### src/hw/pps_pkg.sv
// constants, opcodes and register map of the positioning step controller
// What this block does
// RQ1: hold next step until pulse count exceeds operand
// RQ2: zero pulse-wait operand clears the pulse count
// RQ3: repeat enclosed steps operand times, then continue
// RQ4: programs never nest one repeat block inside another
// RQ5: leading run-count step repeats whole program
// RQ6: run-count operand zero means endless repetition
// RQ7: without run-count step, program runs once
// RQ8: armed capture stores position on input, readable
// RQ9: capture arming cancelled at program end
// RQ10: mode change, forced stop, alarm, servo off disarm
// RQ11: temporary stop keeps the capture arming
// RQ12: indirect operands allowed for listed commands only
// RQ13: indirect operand takes current register value
// RQ14: host writes registers only while program idle
// RQ15: register contents lost at power-off
// RQ16: eight registers can be saved to non-volatile memory
// RQ17: register range is the using command's range
// RQ18: position operands scaled by 1, 10, 100, 1000
// RQ19: first capture edge after arming only
// RQ20: pulse count accumulates until zero-wait or reset
package pps_pkg;
  localparam int PC_W = 8;
  localparam int OPND_W = 24;
  localparam int CMD_W = 34;
  localparam int GP_AW = 3;
  localparam logic [GP_AW-1:0] GP_LAST = 3'h7;

  // register byte offsets
  localparam logic [7:0] ADDR_CTRL = 8'h00;
  localparam logic [7:0] ADDR_STATUS = 8'h04;
  localparam logic [7:0] ADDR_PULSE_COUNT = 8'h08;
  localparam logic [7:0] ADDR_CAPTURE_POS = 8'h0C;
  localparam logic [7:0] ADDR_RUN_LEFT = 8'h10;
  localparam logic [7:0] ADDR_LOOP_LEFT = 8'h14;
  localparam logic [2:0] GP_WINDOW = 3'h1;

  // control fields
  localparam int CTRL_START_BIT = 0;
  localparam int CTRL_SAVE_BIT = 1;
  localparam int CTRL_SCALE_LSB = 2;
  localparam int CTRL_PC_LSB = 8;
  localparam logic [1:0] SCALE_RST = 2'h0;
  localparam logic [PC_W-1:0] START_PC_RST = 8'h00;
  localparam logic [OPND_W-1:0] RUN_ONCE = 24'h000001;

  // feed length factors
  localparam logic [10:0] SCALE_X1 = 11'h001;
  localparam logic [10:0] SCALE_X10 = 11'h00A;
  localparam logic [10:0] SCALE_X100 = 11'h064;
  localparam logic [10:0] SCALE_X1000 = 11'h3E8;

  // step word fields
  localparam int INS_OP_LSB = 28;
  localparam int INS_IND_BIT = 27;
  localparam int INS_REG_LSB = 24;

  // opcodes
  localparam logic [3:0] OP_SPEED_CMD = 4'h0;
  localparam logic [3:0] OP_ACCEL_TIME_CMD = 4'h1;
  localparam logic [3:0] OP_DECEL_TIME_CMD = 4'h2;
  localparam logic [3:0] OP_ACCEL_DECEL_TIME_CMD = 4'h3;
  localparam logic [3:0] OP_S_CURVE_TIME_CMD = 4'h4;
  localparam logic [3:0] OP_ABSOLUTE_MOVE_CMD = 4'h5;
  localparam logic [3:0] OP_INCREMENTAL_MOVE_CMD = 4'h6;
  localparam logic [3:0] OP_ABSOLUTE_CONTINUOUS_MOVE_CMD = 4'h7;
  localparam logic [3:0] OP_INCREMENTAL_CONTINUOUS_MOVE_CMD = 4'h8;
  localparam logic [3:0] OP_DWELL_CMD = 4'h9;
  localparam logic [3:0] OP_RUN_COUNT_CMD = 4'hA;
  localparam logic [3:0] OP_PULSE_WAIT_CMD = 4'hB;
  localparam logic [3:0] OP_REPEAT_OPEN_CMD = 4'hC;
  localparam logic [3:0] OP_REPEAT_CLOSE_CMD = 4'hD;
  localparam logic [3:0] OP_POSITION_CAPTURE_CMD = 4'hE;
  localparam logic [3:0] OP_PROGRAM_END_CMD = 4'hF;

  typedef enum logic [2:0] {
    PPS_IDLE,
    PPS_FETCH,
    PPS_DECODE,
    PPS_OPERAND,
    PPS_EXEC,
    PPS_MOTION,
    PPS_PULSE_WAIT
  } pps_state_e;
endpackage : pps_pkg

### src/hw/pps_gpreg.sv
// eight general-purpose operand registers, two registered read ports
`timescale 1ns/1ps
module pps_gpreg (
  // clock and reset
  input wire logic mclk,
  input wire logic sys_rst,
  // write port
  input wire logic we,
  input wire logic [pps_pkg::GP_AW-1:0] waddr,
  input wire logic [31:0] wdata,
  // read ports
  input wire logic [pps_pkg::GP_AW-1:0] raddr_a,
  output logic [31:0] rdata_a,
  input wire logic [pps_pkg::GP_AW-1:0] raddr_b,
  output logic [31:0] rdata_b
);
  import pps_pkg::*;

  logic [31:0] mem [8];

  genvar g;
  for (g = 0; g < 8; g++) begin : g_ent
    // no backing store: contents are zero after every power-up
    always_ff @(posedge mclk) begin
      if (sys_rst) begin
        mem[g] <= 32'h0; // RQ15
      end else if (we && waddr == 3'(g)) begin
        mem[g] <= wdata;
      end
    end
  end

  always_ff @(posedge mclk) begin
    if (sys_rst) begin
      rdata_a <= 32'h0;
      rdata_b <= 32'h0;
    end else begin
      rdata_a <= mem[raddr_a];
      rdata_b <= mem[raddr_b];
    end
  end
endmodule : pps_gpreg

### src/hw/pps_capture.sv
// current position latch armed by the capture step
`timescale 1ns/1ps
module pps_capture (
  // clock and reset
  input wire logic mclk,
  input wire logic sys_rst,
  // control
  input wire logic arm,
  input wire logic disarm,
  // sampled inputs
  input wire logic capture_input,
  input wire logic [31:0] cur_position,
  // state
  output logic armed,
  output logic cap_valid,
  output logic [31:0] cap_pos
);
  import pps_pkg::*;

  logic prev_in;
  logic rise;

  assign rise = capture_input && !prev_in;

  always_ff @(posedge mclk) begin
    if (sys_rst) begin
      prev_in <= 1'b0;
      armed <= 1'b0;
      cap_valid <= 1'b0;
      cap_pos <= 32'h0;
    end else begin
      prev_in <= capture_input;
      if (armed && rise) begin
        cap_pos <= cur_position; // RQ8
      end
      // a capture that lands with a disarm is still kept
      if (armed && rise) begin
        cap_valid <= 1'b1; // RQ8
      end else if (arm) begin
        cap_valid <= 1'b0;
      end
      if (arm) begin
        armed <= 1'b1;
      end else if (disarm || (armed && rise)) begin
        armed <= 1'b0; // RQ19
      end
    end
  end
endmodule : pps_capture

### src/hw/pps_step_ctrl.sv
// step controller of the positioning program interpreter, APB slave
`timescale 1ns/1ps
module pps_step_ctrl (
  // clock and reset
  input wire logic mclk,
  input wire logic sys_rst,
  // apb slave
  input wire logic psel,
  input wire logic penable,
  input wire logic pwrite,
  input wire logic [7:0] paddr,
  input wire logic [31:0] pwdata,
  output logic [31:0] prdata,
  output logic pready,
  output logic pslverr,
  // program store
  output logic [pps_pkg::PC_W-1:0] prog_addr,
  input wire logic [31:0] prog_data,
  // motion executor
  output logic cmd_valid,
  output logic [3:0] cmd_code,
  output logic [pps_pkg::CMD_W-1:0] cmd_value,
  input wire logic cmd_done,
  // machine inputs
  input wire logic mpg_pulse,
  input wire logic capture_input,
  input wire logic [31:0] cur_position,
  input wire logic mode_change,
  input wire logic forced_stop,
  input wire logic alarm,
  input wire logic servo_off,
  input wire logic temp_stop,
  // status
  output logic running,
  output logic program_end,
  // non-volatile save
  output logic nv_wr,
  output logic [pps_pkg::GP_AW-1:0] nv_addr,
  output logic [31:0] nv_data
);
  import pps_pkg::*;

  pps_state_e state;
  logic [PC_W-1:0] pc;
  logic [PC_W-1:0] base_pc;
  logic [PC_W-1:0] loop_pc;
  logic [OPND_W-1:0] loop_left;
  logic [OPND_W-1:0] run_left;
  logic endless;
  logic first_pass;
  logic [3:0] ins_op;
  logic [OPND_W-1:0] ins_val;
  logic use_ind;
  logic [31:0] cnt_target;
  logic [31:0] pulse_count;

  logic [1:0] feed_scale_factor;
  logic [PC_W-1:0] start_pc;
  logic start_req;
  logic save_req;
  logic saving;
  logic [GP_AW-1:0] gp_raddr;
  logic sv_pipe;
  logic [GP_AW-1:0] sv_idx;
  logic arm_pulse;
  logic [31:0] gp_rd_a;
  logic [31:0] gp_rd_b;
  logic cap_armed;
  logic cap_valid;
  logic [31:0] cap_pos;

  logic abort;
  logic go;
  logic exec;
  logic is_motion;
  logic is_position;
  logic ind_ok_n;
  logic [OPND_W-1:0] opnd;
  logic [10:0] factor;
  logic pulse_clear;

  logic acc;
  logic wr_take;
  logic is_gp;
  logic gp_we;
  logic [31:0] rd_mux;
  logic err_n;

  // ---- decode helpers
  assign abort = mode_change || forced_stop || alarm || servo_off;
  assign go = !abort && !temp_stop; // RQ11
  assign exec = (state == PPS_EXEC) && go;
  assign is_motion = ins_op <= OP_DWELL_CMD;
  assign is_position = (ins_op >= OP_ABSOLUTE_MOVE_CMD) &&
                       (ins_op <= OP_INCREMENTAL_CONTINUOUS_MOVE_CMD);
  // only set-value commands may take a register; other steps ignore the flag
  assign ind_ok_n = prog_data[INS_IND_BIT] &&
                    (prog_data[INS_OP_LSB +: 4] <= OP_RUN_COUNT_CMD); // RQ12
  // register value is passed on unchecked; its range is the user's step's range
  assign opnd = use_ind ? gp_rd_b[OPND_W-1:0] : ins_val; // RQ13 RQ17
  assign pulse_clear = exec && (ins_op == OP_PULSE_WAIT_CMD) && (opnd == '0);

  always_comb begin
    case (feed_scale_factor)
      2'h0: factor = SCALE_X1;
      2'h1: factor = SCALE_X10;
      2'h2: factor = SCALE_X100;
      default: factor = SCALE_X1000;
    endcase
  end

  // ---- step sequencer
  always_ff @(posedge mclk) begin
    if (sys_rst) begin
      state <= PPS_IDLE;
      pc <= START_PC_RST;
      base_pc <= START_PC_RST;
      loop_pc <= START_PC_RST;
      loop_left <= '0;
      run_left <= RUN_ONCE;
      endless <= 1'b0;
      first_pass <= 1'b0;
      ins_op <= OP_PROGRAM_END_CMD;
      ins_val <= '0;
      use_ind <= 1'b0;
      cnt_target <= 32'h0;
      running <= 1'b0;
      program_end <= 1'b0;
    end else begin
      program_end <= 1'b0;
      if (abort) begin
        state <= PPS_IDLE; // RQ10
        running <= 1'b0;
      end else if (!temp_stop || state == PPS_IDLE) begin
        case (state)
          PPS_IDLE: begin
            if (start_req && !saving) begin
              pc <= start_pc;
              base_pc <= start_pc;
              run_left <= RUN_ONCE; // RQ7
              endless <= 1'b0;
              first_pass <= 1'b1;
              loop_left <= '0;
              running <= 1'b1;
              state <= PPS_FETCH;
            end
          end
          PPS_FETCH: state <= PPS_DECODE;
          PPS_DECODE: begin
            ins_op <= prog_data[INS_OP_LSB +: 4];
            ins_val <= prog_data[OPND_W-1:0];
            use_ind <= ind_ok_n;
            state <= ind_ok_n ? PPS_OPERAND : PPS_EXEC;
          end
          PPS_OPERAND: state <= PPS_EXEC;
          PPS_EXEC: begin
            state <= PPS_FETCH;
            pc <= pc + 1'b1;
            case (ins_op)
              OP_RUN_COUNT_CMD: begin
                // only honoured as the first step of the first pass
                if (first_pass && pc == base_pc) begin
                  run_left <= opnd; // RQ5
                  endless <= (opnd == '0); // RQ6
                end
              end
              OP_PULSE_WAIT_CMD: begin
                if (opnd != '0) begin
                  cnt_target <= 32'(opnd);
                  pc <= pc;
                  state <= PPS_PULSE_WAIT; // RQ1
                end
              end
              OP_REPEAT_OPEN_CMD: begin
                // a count of zero still runs the body once
                loop_left <= (opnd == '0) ? RUN_ONCE : opnd; // RQ3
                loop_pc <= pc + 1'b1;
              end
              OP_REPEAT_CLOSE_CMD: begin
                // a single loop register serves: blocks never nest
                if (loop_left > RUN_ONCE) begin
                  loop_left <= loop_left - 1'b1; // RQ3 RQ4
                  pc <= loop_pc;
                end
              end
              OP_PROGRAM_END_CMD: begin
                program_end <= 1'b1;
                first_pass <= 1'b0;
                loop_left <= '0;
                if (endless || run_left > RUN_ONCE) begin
                  if (!endless) begin
                    run_left <= run_left - 1'b1; // RQ5
                  end
                  pc <= base_pc; // RQ6
                end else begin
                  pc <= pc;
                  running <= 1'b0;
                  state <= PPS_IDLE;
                end
              end
              default: begin
                if (is_motion) begin
                  pc <= pc;
                  state <= PPS_MOTION;
                end
              end
            endcase
          end
          PPS_MOTION: begin
            if (cmd_done) begin
              pc <= pc + 1'b1;
              state <= PPS_FETCH;
            end
          end
          PPS_PULSE_WAIT: begin
            if (pulse_count > cnt_target) begin
              pc <= pc + 1'b1; // RQ1
              state <= PPS_FETCH;
            end
          end
          default: state <= PPS_IDLE;
        endcase
      end
    end
  end

  always_ff @(posedge mclk) begin
    if (sys_rst) begin
      prog_addr <= START_PC_RST;
    end else begin
      prog_addr <= pc;
    end
  end

  // ---- motion command issue
  always_ff @(posedge mclk) begin
    if (sys_rst) begin
      cmd_valid <= 1'b0;
      cmd_code <= OP_SPEED_CMD;
      cmd_value <= '0;
    end else begin
      cmd_valid <= exec && is_motion;
      if (exec && is_motion) begin
        cmd_code <= ins_op;
        if (is_position) begin
          cmd_value <= CMD_W'($signed(opnd) * $signed({1'b0, factor})); // RQ18
        end else begin
          cmd_value <= CMD_W'($signed(opnd));
        end
      end
    end
  end

  // ---- manual pulse accumulator; a pulse in the clearing cycle is kept
  always_ff @(posedge mclk) begin
    if (sys_rst) begin
      pulse_count <= 32'h0; // RQ20
    end else if (mpg_pulse) begin
      pulse_count <= pulse_clear ? 32'h1 : pulse_count + 1'b1; // RQ20
    end else if (pulse_clear) begin
      pulse_count <= 32'h0; // RQ2
    end
  end

  // ---- capture arming
  always_ff @(posedge mclk) begin
    if (sys_rst) begin
      arm_pulse <= 1'b0;
    end else begin
      arm_pulse <= exec && (ins_op == OP_POSITION_CAPTURE_CMD); // RQ8
    end
  end

  pps_capture u_capture (
    .mclk(mclk),
    .sys_rst(sys_rst),
    .arm(arm_pulse),
    .disarm(program_end || abort), // RQ9 RQ10
    .capture_input(capture_input),
    .cur_position(cur_position),
    .armed(cap_armed),
    .cap_valid(cap_valid),
    .cap_pos(cap_pos)
  );

  // ---- apb slave: one wait state, answer in the second access cycle
  assign acc = psel && penable;
  assign wr_take = acc && pready && pwrite;
  assign is_gp = (paddr[7:5] == GP_WINDOW) && (paddr[1:0] == 2'h0);
  assign gp_we = wr_take && is_gp && !running; // RQ14

  always_comb begin
    rd_mux = 32'h0;
    err_n = 1'b0;
    if (is_gp) begin
      rd_mux = gp_rd_a;
      err_n = pwrite && running; // RQ14
    end else begin
      case (paddr)
        ADDR_CTRL: begin
          rd_mux[CTRL_SCALE_LSB +: 2] = feed_scale_factor;
          rd_mux[CTRL_PC_LSB +: PC_W] = start_pc;
        end
        ADDR_STATUS: begin
          rd_mux[5:0] = {endless, saving, state == PPS_PULSE_WAIT,
                         cap_valid, cap_armed, running};
          rd_mux[CTRL_PC_LSB +: PC_W] = pc;
        end
        ADDR_PULSE_COUNT: rd_mux = pulse_count;
        ADDR_CAPTURE_POS: rd_mux = cap_pos; // RQ8
        ADDR_RUN_LEFT: rd_mux = 32'(run_left);
        ADDR_LOOP_LEFT: rd_mux = 32'(loop_left);
        default: err_n = 1'b1;
      endcase
    end
  end

  always_ff @(posedge mclk) begin
    if (sys_rst) begin
      pready <= 1'b0;
      prdata <= 32'h0;
      pslverr <= 1'b0;
    end else begin
      pready <= acc && !pready;
      if (acc && !pready) begin
        prdata <= pwrite ? 32'h0 : rd_mux;
        pslverr <= err_n;
      end
    end
  end

  always_ff @(posedge mclk) begin
    if (sys_rst) begin
      feed_scale_factor <= SCALE_RST;
      start_pc <= START_PC_RST;
      start_req <= 1'b0;
      save_req <= 1'b0;
    end else begin
      start_req <= wr_take && paddr == ADDR_CTRL && pwdata[CTRL_START_BIT];
      save_req <= wr_take && paddr == ADDR_CTRL && pwdata[CTRL_SAVE_BIT];
      if (wr_take && paddr == ADDR_CTRL) begin
        feed_scale_factor <= pwdata[CTRL_SCALE_LSB +: 2];
        start_pc <= pwdata[CTRL_PC_LSB +: PC_W];
      end
    end
  end

  // ---- operand read port, shared with the non-volatile save stream
  always_ff @(posedge mclk) begin
    if (sys_rst) begin
      saving <= 1'b0;
      gp_raddr <= '0;
      sv_pipe <= 1'b0;
      sv_idx <= '0;
      nv_wr <= 1'b0;
      nv_addr <= '0;
      nv_data <= 32'h0;
    end else begin
      sv_pipe <= saving;
      sv_idx <= gp_raddr;
      nv_wr <= sv_pipe; // RQ16
      nv_addr <= sv_idx;
      if (sv_pipe) begin
        nv_data <= gp_rd_b;
      end
      if (saving) begin
        gp_raddr <= gp_raddr + 1'b1;
        if (gp_raddr == GP_LAST) begin
          saving <= 1'b0;
        end
      end else if (save_req && state == PPS_IDLE) begin
        saving <= 1'b1; // RQ16
        gp_raddr <= '0;
      end else if (state == PPS_DECODE) begin
        gp_raddr <= prog_data[INS_REG_LSB +: GP_AW]; // RQ13
      end
    end
  end

  pps_gpreg u_gpreg (
    .mclk(mclk),
    .sys_rst(sys_rst),
    .we(gp_we),
    .waddr(paddr[4:2]),
    .wdata(pwdata),
    .raddr_a(paddr[4:2]),
    .rdata_a(gp_rd_a),
    .raddr_b(gp_raddr),
    .rdata_b(gp_rd_b)
  );
endmodule : pps_step_ctrl

### config.mk
export PLATFORM = sky130hd
export DESIGN_NAME = pps_step_ctrl
export DESIGN_NICKNAME = d
export VERILOG_FILES = /design/src/hw/pps_pkg.sv /design/src/hw/pps_gpreg.sv /design/src/hw/pps_capture.sv /design/src/hw/pps_step_ctrl.sv
export SDC_FILE = /design/constraint.sdc
export NUM_CORES = 2
export LEC_CHECK = 0
export ABC_CLOCK_PERIOD_IN_PS = 20600
export BUFFER_PORTS_ARGS = -buffer_cell sky130_fd_sc_hd__buf_2
export CAP_MARGIN = 0
export CORE_MARGIN = 4
export CORE_UTILIZATION = 45
export DETAILED_ROUTE_END_ITERATION = 10
export SYNTH_ARGS = -nofsm -noshare
export SYNTH_HDL_FRONTEND = slang
export SYNTH_HIERARCHICAL = 1
export SYNTH_SLANG_ARGS = --single-unit
### constraint.sdc
create_clock -name mclk -period 20.6 [get_ports mclk]
set_clock_uncertainty 0.15 [all_clocks]
set_input_delay 4.12 -clock mclk [delete_from_list [all_inputs] [get_ports mclk]]
set_output_delay 4.12 -clock mclk [all_outputs]
set_load 0.01 [all_outputs]
==> flow_summary_export.csv <==
group,metric,value,unit
run_status,status,"finished clean",
global_route,grtUsageTotal,0.265,
pwr,clock_power_share,0.473,
timing,timing.final.hold_violations,0,
synth,yosys.area_share.adder,0.126,
synth,postSynthAreaPerCell,10.2,µm²
timing,final_max_slew_viol_count,0,
timing,final.setup.tns,0,ns
finish,layout-drive-gt1-share,0.144,
synth,postSynthNetCount,4307,
synth,synth.distinct_cells,91,
placement,dp.final_hpwl,90.6,mm
placement,detailedPlace.worstSlack,12.88,ns
timing,setup_ws,13.18,ns
synth,async_reset_ff_frac,0,
critical_path,critPathSlowestCell,"a2111oi_0",
timing,final-setup-viol-count,0,
critical_path,critical_path.most_common_cell,"fa_1",
synth,synth_compound_gate_area_share,0.101,
finish,most-common-layout-cells,"458 x nor2_1, 395 x dfxtp_1, 281 x and2_1",
die,die-area,93200,µm²
critical_path,crit_arrival,7.74,ns
timing,rsz0062_at_grt,"false",
synth,synth_top_family_by_area,"simple AND/OR/NAND/NOR gates",
global_route,number_of_global_route_vias_before_repair,29800,
placement,place.gp.congestion,0.949,
synth,syn_area,39800,µm²
timing,worst-slew-pin-transition,1.18,ns
clock_tree,postcts_resize_cnt,0,
timing,final_min_period_over_clock_period,0.360,
die,initial_core_util,0.456,
routing,post-route-drc-count,0,
clock_tree,tritoncts,"yes",
critical_path,crit_path_end_kind,"flip-flop",
synth,cell_count_after_synthesis,3893,
synth,synth-xor-area-share,0.0242,
pwr,leakagePower,18.4,nW
clock_tree,hold_buffers,0,
synth,yosysWarnings,6,
routing,route.detailed.wl_per_inst,24.2,µm
finish,areaGrowthSynthToFinish,11.8,%
min_path,hold_path_class,"reg -> reg",
routing,detail-route-antenna-nets,0,
die,fp.coreArea,87300,µm²
synth,yosys_register_bits,657,
critical_path,crit_chain,"buf_4 > mux2i_1 > buf_4 > nand2b_1 > mux2_2 > ha_1 > nor2_1 > fa_1 > fa_1 > inv_1 > fa_1 > inv_1 > fa_1 > inv_1 > ha_1 > o21ai_0 > nand2b_1 > o2111ai_1 > a2111oi_0 > o211ai_1 > a211oi_1 > o32ai_1",
die,num_rows,108,
routing,drt_first_pass_iters,8,
finish,mostFrequentLayoutCell,"nor2_1",
die,die_width,305,µm
critical_path,crit_required,20.92,ns
clock_tree,htree_levels,3,
critical_path,timing.setup.critical_path_class,"reg -> reg",
global_route,number_of_antenna_violations_at_the_first_check_in_global_routing,14,
pwr,power.net_switching,0.672,mW
global_route,first_pass_grt_wire_length,190,mm
placement,place.detailed.instances,5100,
synth,post_synth_and_or_nand_nor_area_fraction,0.168,
clock_tree,tritoncts_num_sinks,657,
clock_tree,clockBufferDepth,3,
clock_tree,cts_inserted_buffers,74,
pwr,combPwrFrac,0.041,
critical_path,crit_path_max_fanout,44,
synth,muxShareOfSynthArea,0.131,
synth,ys_seq_area_frac,0.395,
placement,port_buffers,235,
clock_tree,cts.clk_slew.worst_paths,0.06,ns
critical_path,critPathLaunchType,"flip-flop",
pwr,power_frac_seq,0.486,
finish,layoutNonFillerInstCount,5241,
global_route,largest_net_degree_at_the_start_of_global_routing,180,
critical_path,cpPeakStageDelay,0.98,ns
routing,finalWirelength,127,mm
flow_run,maxCapViolCount,0,
synth,yosys_most_used_dff,"dfxtp_1",
timing,relSlewSlack,0.210,
clock_tree,post_cts.repair.setup_buffers,0,
finish,finish.net_count,4435,
pwr,swShare,0.235,
pwr,p_int,2.18,mW
timing,period_minus_slack,7.42,ns
clock_tree,cts-root-buf,"clkbuf_16",
die,boundaryPins,236,
routing,viasPerCell,5.84,
routing,routed-via-count,30600,
timing,clock.fmax,0.135,GHz
pwr,max-vdd-ir-drop,0.0755,mV
pwr,power-per-cell-area,64.2,nW/µm²
die,chipHeight,305,µm
clock_tree,clk_latency,0.64,ns
routing,detailedRoute.firstIterationViolations,3076,
synth,synth_enable_flop_cells,256,
global_route,final_global_route_overflow_total,0,
## cell type report
type / instances / area, µm²
clock inverter: 28 / 374
multi-input combinational: 2718 / 22100
clock buffer: 108 / 2100
antenna: 5 / 12.5
timing repair buffer: 301 / 1700
sequential: 657 / 15700
fill: 8030 / 42800
inverter: 269 / 1010
tap: 1155 / 1450
## Yosys cell counts (24+ instances only)
library cell / n / area (µm²)
nor3_1: 72 / 360
a21oi_1: 207 / 1040
a22oi_1: 24 / 180
inv_1: 269 / 1010
nor2_1: 463 / 1740
mux2_2: 25 / 282
o21ai_1: 27 / 135
dfxtp_1: 401 / 8030
mux4_1: 64 / 1680
a211oi_1: 34 / 255
and2_1: 281 / 1760
nor2b_1: 29 / 181
fa_1: 169 / 3380
ha_1: 128 / 1600
nand3_1: 61 / 305
nand2b_1: 31 / 194
o21ai_0: 92 / 460
nor4_1: 30 / 188
buf_2: 38 / 190
mux2i_1: 177 / 1770
o22ai_1: 28 / 175
xnor2_1: 55 / 482
mux4_2: 64 / 1440
edfxtp_1: 256 / 7690
xor2_1: 55 / 482
nand2_1: 264 / 991
nand4_1: 28 / 175
clkbuf_1: 166 / 623
## through the flow
step,hold slack (ns),area (µm²),total power [mW],util
final,0.297,44500,2.86,0.509
after global routing,0.318,44500,2.94,0.509
after CTS,0.297,44500,2.88,0.509
after detailed placement,0.279,42000,1.53,0.481
after global placement,0.293,42000,1.53,0.481
after floorplan,0.264,39800,1.47,-
## routing by layer
layer / routed length [µm] / GRT usage / vias up
met5: 13 / 0 / -
met4: 5510 / 0.102 / 2
met3: 8850 / 0.0424 / 250
met2: 59100 / 0.429 / 1207
met1: 53300 / 0.361 / 15200
li1: - / - / 14000
## worst paths after layout
check,startpoint,endpoint,slack [ns],cells past startpoint
setup / recovery,use_ind,cmd_value[33],13.18,22
setup reg to reg,use_ind,cmd_value[33],13.18,22
hold reg to reg,sv_idx[2],nv_addr[2],0.30,1
hold / removal,sv_idx[2],nv_addr[2],0.30,1
## power by group through the flow
stage | registers [mW] | clock network, mW | logic (mW)
4_1_cts | 1.39 | 1.37 | 0.117
6_report | 1.39 | 1.35 | 0.117
5_1_grt | 1.39 | 1.42 | 0.125
2_1_floorplan | 1.41 | 0 | 0.0677
3_5_place_dp | 1.42 | 0 | 0.117
3_3_place_gp | 1.42 | 0 | 0.116
## cells by family (layout without fill, tap and decap cells)
kind of cell / Yosys count / after routing
simple gates: 1363 / 1363
flops: 657 / 657
compound gates: 615 / 615
buf+inv: 518 / 706
mux: 332 / 332
fa+ha+maj: 298 / 298
xor+xnor: 110 / 110
other cells: 0 / 5
## registers in the layout, indices dropped and copies added (netlist names), 4 cells and up
register,count
run_left,24
u_capture/cap_pos,32
base_pc,8
cnt_target,24
start_pc,8
prog_addr,8
pc,8
loop_left,24
ins_op,4
nv_data,32
cmd_code,4
u_gpreg/rdata_b,32
u_gpreg/rdata_a,32
ins_val,24
pulse_count,32
u_gpreg/mem,256
prdata,32
cmd_value,34
loop_pc,8
## worst max-delay path: cells and delay by family (launching register included)
kind | cells | cell delay (ns)
AOI/OAI and AO/OA | 6 | 2.03
adders and majority gates | 6 | 2.51
buffers and inverters | 5 | 1.03
DFF | 1 | 0.31
muxes | 2 | 0.64
and+or+nand+nor | 3 | 0.52
(Power assumes the default switching activity.)
